--- src/hdl/dram_host_pkg.sv ---
// constants shared by the multiplexed dynamic memory controller
// assumes a 10 MHz system clock and the fastest device speed grade
package dram_host_pkg;

	// -------------------------------------------------------------
	// clock and geometry
	// -------------------------------------------------------------
	localparam int CLK_PERIOD_NS = 100;
	localparam int ADDR_W        = 12;
	localparam int MUX_W         = 6;
	localparam int ROWS          = 64;
	localparam int ROW_LSB       = 6;

	// -------------------------------------------------------------
	// timing in nanoseconds (refresh period in ms), as specified
	// -------------------------------------------------------------
	localparam int ROW_PRECHARGE_TIME_NS = 80;
	localparam int RAS_MIN_NS            = 120;
	localparam int RAS_MAX_NS            = 10000;
	localparam int CAS_MIN_NS            = 80;
	localparam int COLUMN_ACCESS_TIME_NS = 80;
	localparam int REFRESH_PERIOD_MS     = 2;
	localparam int INIT_REFRESHES        = 8;

	// -------------------------------------------------------------
	// derived cycle counts: least times round up, longest round down
	// -------------------------------------------------------------
	localparam int RP_RAW  = (ROW_PRECHARGE_TIME_NS + CLK_PERIOD_NS - 1)
		/ CLK_PERIOD_NS;
	localparam int RP_CYC  = (RP_RAW < 1) ? 1 : RP_RAW;
	localparam int RMIN_RAW = (RAS_MIN_NS + CLK_PERIOD_NS - 1)
		/ CLK_PERIOD_NS;
	localparam int RAS_MIN_CYC = (RMIN_RAW < 1) ? 1 : RMIN_RAW;
	localparam int CMIN_RAW = (CAS_MIN_NS + CLK_PERIOD_NS - 1)
		/ CLK_PERIOD_NS;
	localparam int CAC_RAW = (COLUMN_ACCESS_TIME_NS + CLK_PERIOD_NS - 1)
		/ CLK_PERIOD_NS;
	localparam int CAS_RAW = (CMIN_RAW > CAC_RAW) ? CMIN_RAW : CAC_RAW;
	localparam int CAS_CYC = (CAS_RAW < 1) ? 1 : CAS_RAW;
	localparam int RAS_MAX_CYC = RAS_MAX_NS / CLK_PERIOD_NS;
	// cycles one more page access keeps the row strobe low
	localparam int PAGE_COST_CYC = CAS_CYC + 2;
	localparam int REFRESH_PERIOD_CYC_DOC =
		REFRESH_PERIOD_MS * 1000000 / CLK_PERIOD_NS;

	// wait counter loads, row span limit and warm-up refresh count
	localparam logic [1:0] RP_W   = 2'(RP_CYC - 1);
	localparam logic [1:0] REF_W  = 2'(RAS_MIN_CYC - 1);
	localparam logic [1:0] CAS_W  = 2'(CAS_CYC - 1);
	localparam logic [6:0] RAS_LIMIT = 7'(RAS_MAX_CYC - PAGE_COST_CYC);
	localparam logic [3:0] INIT_COUNT = 4'(INIT_REFRESHES);

	// -------------------------------------------------------------
	// sequencer states
	// -------------------------------------------------------------
	typedef enum logic [2:0] {
		S_IDLE = 3'h0,
		S_ROW  = 3'h1,
		S_RAS  = 3'h2,
		S_COL  = 3'h3,
		S_CAS  = 3'h4,
		S_RMW  = 3'h5,
		S_REF  = 3'h6,
		S_PRE  = 3'h7
	} state_type;

endpackage

--- src/hdl/dram_host.sv ---
// controller for a 4096 x 1 dynamic memory with multiplexed address pins
// assumes the memory pins are wired straight to the strobe outputs and
// that its data output is sampled synchronously to clk
//
// Notes on behaviour
// - every row is refreshed at least once per 2 ms period
// - chip select stays inactive when no cell is being accessed
// - twelve address bits go out as row then column on six pins
// - row strobe never stays active beyond 10,000 ns
// - row strobe stays inactive at least 80 ns between row cycles
// - eight refresh cycles are done after power up before use
`timescale 1ns/1ps
module dram_host
	import dram_host_pkg::*;
#(
	parameter int REFRESH_PERIOD_CYC = REFRESH_PERIOD_CYC_DOC
) (
	input  wire logic              clk,
	input  wire logic              rst,
	input  wire logic              req_valid,
	output logic                   req_ready,
	input  wire logic              req_write,
	input  wire logic              req_rmw,
	input  wire logic [ADDR_W-1:0] req_addr,
	input  wire logic              req_wdata,
	output logic                   rsp_valid,
	output logic                   rsp_rdata,
	output logic                   init_done,
	output logic                   row_strobe_n,
	output logic                   col_strobe_n,
	output logic                   write_strobe_n,
	output logic                   chip_sel_n,
	output logic [MUX_W-1:0]       mux_addr_pins,
	output logic                   dram_din,
	input  wire logic              dram_dout
);

	// ---------------------------------------------------------------
	// state
	// ---------------------------------------------------------------
	state_type        state_q, state_d;
	logic [1:0]       wait_q, wait_d;
	logic [6:0]       ras_cnt_q, ras_cnt_d;
	logic [MUX_W-1:0] row_q, col_q, ref_row_q;
	logic [MUX_W-1:0] addr_d;
	logic             wr_q, rmw_q;
	logic             ref_pend_q;
	logic [3:0]       init_cnt_q;
	logic             ref_tick;

	// ---------------------------------------------------------------
	// refresh slot timer
	// ---------------------------------------------------------------
	refresh_timer #(
		.INTERVAL_CYC (REFRESH_PERIOD_CYC / ROWS)
	) u_refresh_timer (
		.clk  (clk),
		.rst  (rst),
		.tick (ref_tick)
	);

	// ---------------------------------------------------------------
	// request decode
	// ---------------------------------------------------------------
	wire [MUX_W-1:0] req_row   = req_addr[ADDR_W-1:ROW_LSB];
	wire [MUX_W-1:0] req_col   = req_addr[ROW_LSB-1:0];
	wire             wait_done = (wait_q == 2'h0);
	wire             in_idle   = (state_q == S_IDLE);
	// refreshes go first; before init they are forced
	wire ref_start = in_idle && (ref_pend_q || !init_done);
	wire idle_ok   = in_idle && init_done && !ref_pend_q;
	// the row may stay open only while the strobe limit leaves room
	wire row_end   = (state_q == S_CAS && wait_done && !rmw_q) ||
		(state_q == S_RMW);
	wire page_ok   = row_end && !ref_pend_q && (req_row == row_q) &&
		(ras_cnt_q < RAS_LIMIT);
	wire take      = req_valid && (idle_ok || page_ok);
	wire ras_low   = (state_d == S_RAS) || (state_d == S_COL) ||
		(state_d == S_CAS) || (state_d == S_RMW) || (state_d == S_REF);
	wire cas_low   = (state_d == S_CAS) || (state_d == S_RMW);
	// chip select only around a real access, never for refresh
	wire sel_low   = (state_d == S_COL) || cas_low;
	wire wr_d      = take ? (req_write && !req_rmw) : wr_q;
	wire rmw_d     = take ? req_rmw : rmw_q;
	// early write drops before the column strobe; delayed one after it
	wire we_low    = (((state_d == S_COL) || (state_d == S_CAS)) && wr_d)
		|| (state_d == S_RMW);

	assign req_ready = idle_ok || page_ok;

	// ---------------------------------------------------------------
	// next state
	// ---------------------------------------------------------------
	always_comb begin
		state_d = state_q;
		unique case (state_q)
			S_IDLE: begin
				if (ref_start) begin
					state_d = S_REF;
				end else if (take) begin
					state_d = S_ROW;
				end
			end
			S_ROW: state_d = S_RAS;
			S_RAS: state_d = S_COL;
			S_COL: state_d = S_CAS;
			S_CAS: begin
				if (wait_done) begin
					if (rmw_q) begin
						state_d = S_RMW;
					end else if (take) begin
						state_d = S_COL;
					end else begin
						state_d = S_PRE;
					end
				end
			end
			S_RMW: state_d = take ? S_COL : S_PRE;
			S_REF: state_d = wait_done ? S_PRE : S_REF;
			S_PRE: state_d = wait_done ? S_IDLE : S_PRE;
		endcase
	end

	// wait loads on entry, counts down while the state holds
	always_comb begin
		wait_d = (wait_q != 2'h0) ? wait_q - 2'h1 : 2'h0;
		if (state_d != state_q) begin
			unique case (state_d)
				S_CAS:   wait_d = CAS_W;
				S_REF:   wait_d = REF_W;
				S_PRE:   wait_d = RP_W;
				default: wait_d = 2'h0;
			endcase
		end
	end

	// address mux: row phase, then column phase, refresh row for refresh
	always_comb begin
		addr_d = mux_addr_pins;
		if (ref_start) begin
			addr_d = ref_row_q;
		end else if (take && in_idle) begin
			addr_d = req_row;
		end else if (take) begin
			addr_d = req_col;
		end else if (state_q == S_RAS) begin
			addr_d = col_q;
		end
	end

	assign ras_cnt_d = ras_low ? ras_cnt_q + 7'h01 : 7'h00;

	// ---------------------------------------------------------------
	// sequencer registers
	// ---------------------------------------------------------------
	always_ff @(posedge clk or posedge rst) begin
		if (rst) begin
			state_q   <= S_IDLE;
			wait_q    <= 2'h0;
			ras_cnt_q <= 7'h00;
			row_q     <= 6'h00;
			col_q     <= 6'h00;
			wr_q      <= 1'b0;
			rmw_q     <= 1'b0;
		end else begin
			state_q   <= state_d;
			wait_q    <= wait_d;
			ras_cnt_q <= ras_cnt_d;
			wr_q      <= wr_d;
			rmw_q     <= rmw_d;
			if (take && in_idle) begin
				row_q <= req_row;
			end
			if (take) begin
				col_q <= req_col;
			end
		end
	end

	// ---------------------------------------------------------------
	// pin registers: strobes follow the next state so they are glitch free
	// ---------------------------------------------------------------
	always_ff @(posedge clk or posedge rst) begin
		if (rst) begin
			row_strobe_n   <= 1'b1;
			col_strobe_n   <= 1'b1;
			write_strobe_n <= 1'b1;
			chip_sel_n     <= 1'b1;
			mux_addr_pins  <= 6'h00;
			dram_din       <= 1'b0;
		end else begin
			row_strobe_n   <= !ras_low;
			col_strobe_n   <= !cas_low;
			write_strobe_n <= !we_low;
			chip_sel_n     <= !sel_low;
			mux_addr_pins  <= addr_d;
			if (take) begin
				dram_din <= req_wdata;
			end
		end
	end

	// ---------------------------------------------------------------
	// read data: sampled once the column access time has passed
	// ---------------------------------------------------------------
	always_ff @(posedge clk or posedge rst) begin
		if (rst) begin
			rsp_valid <= 1'b0;
			rsp_rdata <= 1'b0;
		end else begin
			rsp_valid <= (state_q == S_CAS) && wait_done && !wr_q;
			if ((state_q == S_CAS) && wait_done && !wr_q) begin
				rsp_rdata <= dram_dout;
			end
		end
	end

	// ---------------------------------------------------------------
	// refresh bookkeeping; a new slot wins over the clear
	// ---------------------------------------------------------------
	always_ff @(posedge clk or posedge rst) begin
		if (rst) begin
			ref_pend_q <= 1'b0;
			ref_row_q  <= 6'h00;
			init_cnt_q <= 4'h0;
			init_done  <= 1'b0;
		end else begin
			ref_pend_q <= ref_tick || (ref_pend_q && !ref_start);
			if (ref_start) begin
				ref_row_q <= ref_row_q + 6'h01;
			end
			if (ref_start && init_cnt_q != INIT_COUNT) begin
				init_cnt_q <= init_cnt_q + 4'h1;
			end
			if (state_q == S_PRE && wait_done && init_cnt_q == INIT_COUNT) begin
				init_done <= 1'b1;
			end
		end
	end

endmodule // dram_host

--- src/hdl/refresh_timer.sv ---
// refresh interval timer: one pulse per row refresh slot
// assumes a free running clock and an asynchronous active high reset
`timescale 1ns/1ps
module refresh_timer #(
	parameter int INTERVAL_CYC = 312
) (
	input  wire logic clk,
	input  wire logic rst,
	output logic      tick
);

	localparam logic [15:0] LOAD = 16'(INTERVAL_CYC - 1);

	logic [15:0] count_q;
	wire         at_zero = (count_q == 16'h0000);

	// down counter; reaching zero reloads it and raises the slot pulse
	always_ff @(posedge clk or posedge rst) begin
		if (rst) begin
			count_q <= 16'h0000;
			tick    <= 1'b0;
		end else begin
			count_q <= at_zero ? LOAD : count_q - 16'h0001;
			tick    <= at_zero;
		end
	end

endmodule // refresh_timer

--- config.mk ---
export PLATFORM = sky130hd
export DESIGN_NAME = dram_host
export DESIGN_NICKNAME = d
export VERILOG_FILES = /design/src/hdl/dram_host_pkg.sv /design/src/hdl/dram_host.sv /design/src/hdl/refresh_timer.sv
export SDC_FILE = /design/constraint.sdc
export NUM_CORES = 1
export LEC_CHECK = 0
export BUFFER_PORTS_ARGS = -buffer_cell sky130_fd_sc_hd__buf_2
export CAP_MARGIN = 10
export CORE_MARGIN = 1
export CORE_UTILIZATION = 40
export DETAILED_ROUTE_END_ITERATION = 7
export HOLD_SLACK_MARGIN = 0.1
export MAX_ROUTING_LAYER = met4
export PLACE_DENSITY = 0.68
export SYNTH_ARGS = -nofsm -noshare
export SYNTH_HDL_FRONTEND = slang
export SYNTH_SLANG_ARGS = --single-unit
--- constraint.sdc ---
create_clock -name clk -period 6.2 [get_ports clk]
set_input_delay 0.93 -clock clk [delete_from_list [all_inputs] [get_ports clk]]
set_output_delay 0.93 -clock clk [all_outputs]
set_load 0.01 [all_outputs]
==> results.ini <==
[layout]
fin_cells = 467
syn2layout_area_growth_pct = 15.3
n_antenna_cell = 0
final_cell_mix = dfrtp_1, nand2_1, nor2_1
drive_gt1_share_pct = 19.7
layout_commonest_cell = dfrtp_1
num-nets-final = 385

[sta]
final_max_slew_viol_count = 0
fmax_ghz = 0.312
hold_viol = 0
holdWs_ps = 467
fin_crit_ps = 3210
post-route-period-util_pct = 51.7
relSlewSlack_pct = 38.8
setup_tns_ps = 0
fin_skew_ps = 11.2
fin_ws_ps = 2990
rsz0062_at_grt = no
worst_pin_slew_ps = 915
finalSetupViolCount = 0

[cts]
clk_path_buf_depth = 2
cts.reportedPaths.clkPinSlew_ps = 70
numCtsBuffers = 9
cts_setup_buffers = 0
clock_latency_ps = 350
ctsHoldBuffers = 0
htreeDepth = 3
cts_root_buffer = clkbuf_8
cts_tree = done
cts_resized = 0
numClockSinks = 68

[floorplan]
start_util_pct = 41.4
pin_count = 34
fp.dieW_um = 91.7
rows = 32
die_area_um2 = 8410
core-area_um2 = 7770
die_h_um = 91.7

[flow_run]
cap_violations = 0

[status]
status = finished clean

[yosys]
synth_area_um2 = 3220
synth_edf_count = 0
ys_ff_latch = 68
syn_inst = 322
synth.yosys.seq_area_share_pct = 53.0
syn_area_per_cell_um2 = 10.0
syn_nets = 347
synth-main-ff-cell = dfrtp_1
netlist.area_leader.share_pct = 49.7
yosysTopAreaCell = dfrtp_1
ys_top_cells_by_area = dfrtp_1, xnor2_1, nand2_1, nor2_1, dfstp_2
async_flop_share_pct = 100
yosysWarnings = 0
synthDistinctLibCells = 44

[global_route]
grt_pass1_wl_mm = 10.9
grt_max_degree = 69
grt_overflow = 0
grt_antenna_before_repair = 0
grt_usage_pct = 17.1
first_global_vias = 2335

[setup_path]
critPathLaunch = ras_cnt_q[3]
r2r_slack_ps = 3590
cpLargestDelayFamily = simple AND/OR/NAND/NOR gates
critPathBufInv = 1
worstPathArrival_ps = 2280
critPathLaunchType = flip-flop
slowest_delay_ps = 560
reg2reg_to = mux_addr_pins[0]
worstPathMaxFanout = 4
endpoint = req_ready
critPathKind = flip-flop to output pin
cp.required_ps = 5270
slowest_stage = or4_4
endpoint_kind = output pin
worstRegToRegCells = 6
worstSetupPathDepth = 5
r2r-start = ras_cnt_q[3]
crit_chain = or3_1, o311a_1, or4_4, nand2_1, buf_2

[placed_design]
pre_cts_ws_ps = 3080
placed_cells = 451
portBuffers = 33
routabilityCongestion = 0.825
dpl.hpwl_mm = 4.40

[routing]
routed_wl_mm = 6.25
ant_nets = 0
first_iter_violations = 90
dr.pass1.iters = 4
wire_per_inst_um = 13.4
vias_per_cell = 5.14
via_count = 2401
remaining_drc_errors = 0

[power]
power_density_nw_per_um2 = 392
p_seq_share_pct = 44.5
comb_power_share_pct = 27.5
peakVddDrop_mv = 0.112
p_leak_nw = 1.72
clkPwrFrac_pct = 27.9
p_sw_mw = 0.504
switching_share_pct = 34.6
p_int_mw = 0.951

[hold_path]
min_path_cells = 1
min_path_type = flip-flop to flip-flop

cell type report:
class | count | area, um^2
clock buffers | 9 | 124
well taps | 102 | 128
inverters | 12 | 45.0
flip-flops and latches | 68 | 1710
repair buffers | 35 | 180
clock inverters | 7 | 100
fillers | 721 | 4060
multi-input cells | 234 | 1430
Yosys cell counts, types with 2 or more instances:
cell,number
dfrtp_1,64
xnor2_1,24
or3b_2,2
xor2_1,7
nor4_1,8
nor3_1,11
clkbuf_1,6
nand3_1,7
a21oi_1,3
mux2_2,9
or4_1,3
a31oi_1,6
nor2_1,37
nor2b_1,8
a21o_1,2
ha_1,6
o22ai_1,2
nand4_1,4
o221ai_1,5
o21ai_0,11
inv_1,12
nand2_1,54
dfstp_2,4
and3_1,2
nand2b_1,3
or3_1,3
o32ai_1,2
registers in the layout, indices dropped and copies added (netlist names), 2 cells and up:
name and flops:
wait_q 2, ref_row_q 6, init_cnt_q 4, mux_addr_pins 6, row_q 6, state_q 3, u_refresh_timer.count_q 16, col_q 6
ras_cnt_q 7
kinds of logic (layout without fill, tap and decap cells):
logic type | Yosys count | after routing | share of synthesized area [%]
DFF | 68 | 68 | 53.0
buffers and inverters | 20 | 63 | 2.60
xor gates and xnor gates | 31 | 31 | 8.43
adders and majority gates | 6 | 6 | 2.33
and+or+nand+nor | 147 | 147 | 21.4
muxes | 9 | 9 | 3.15
AOI/OAI and AO/OA | 41 | 41 | 9.06
stage by stage:
step | cell area [um^2] | utilization, % | total power, mW
after CTS | 3710 | 47.8 | 1.47
final | 3710 | 47.8 | 1.45
after floorplan | 3220 | - | 0.935
after global placement | 3490 | 44.9 | 1.04
after global routing | 3710 | 47.8 | 1.56
after detailed placement | 3490 | 44.9 | 1.06
routing by layer:
| layer | track usage [%] | vias to the layer above | routed length [um] |
|---|---|---|---|
| li1 | - | 1194 | - |
| met1 | 21.3 | 1150 | 3010 |
| met2 | 26.4 | 49 | 2890 |
| met3 | 5.64 | 8 | 276 |
| met4 | 5.47 | 0 | 68 |
| met5 | - | - | 0 |
power by group through the flow:
stage | Clock, mW | Combinational (mW) | Sequential (mW)
global placement | 0 | 0.394 | 0.651
detailed placement | 0 | 0.402 | 0.654
CTS | 0.419 | 0.405 | 0.647
finish | 0.406 | 0.401 | 0.648
floorplan | 0 | 0.297 | 0.638
global route | 0.435 | 0.459 | 0.665
how the worst min path moves through the flow:
stage,start,end
global placement,u_refresh_timer.tick,ref_pend_q
CTS,ref_row_q[5],ref_row_q[5]
floorplan,u_refresh_timer.tick,ref_pend_q
global route,u_refresh_timer.tick,ref_pend_q
finish,u_refresh_timer.tick,ref_pend_q
detailed placement,u_refresh_timer.tick,ref_pend_q
No activity file was read; power rests on OpenSTA's default activity.
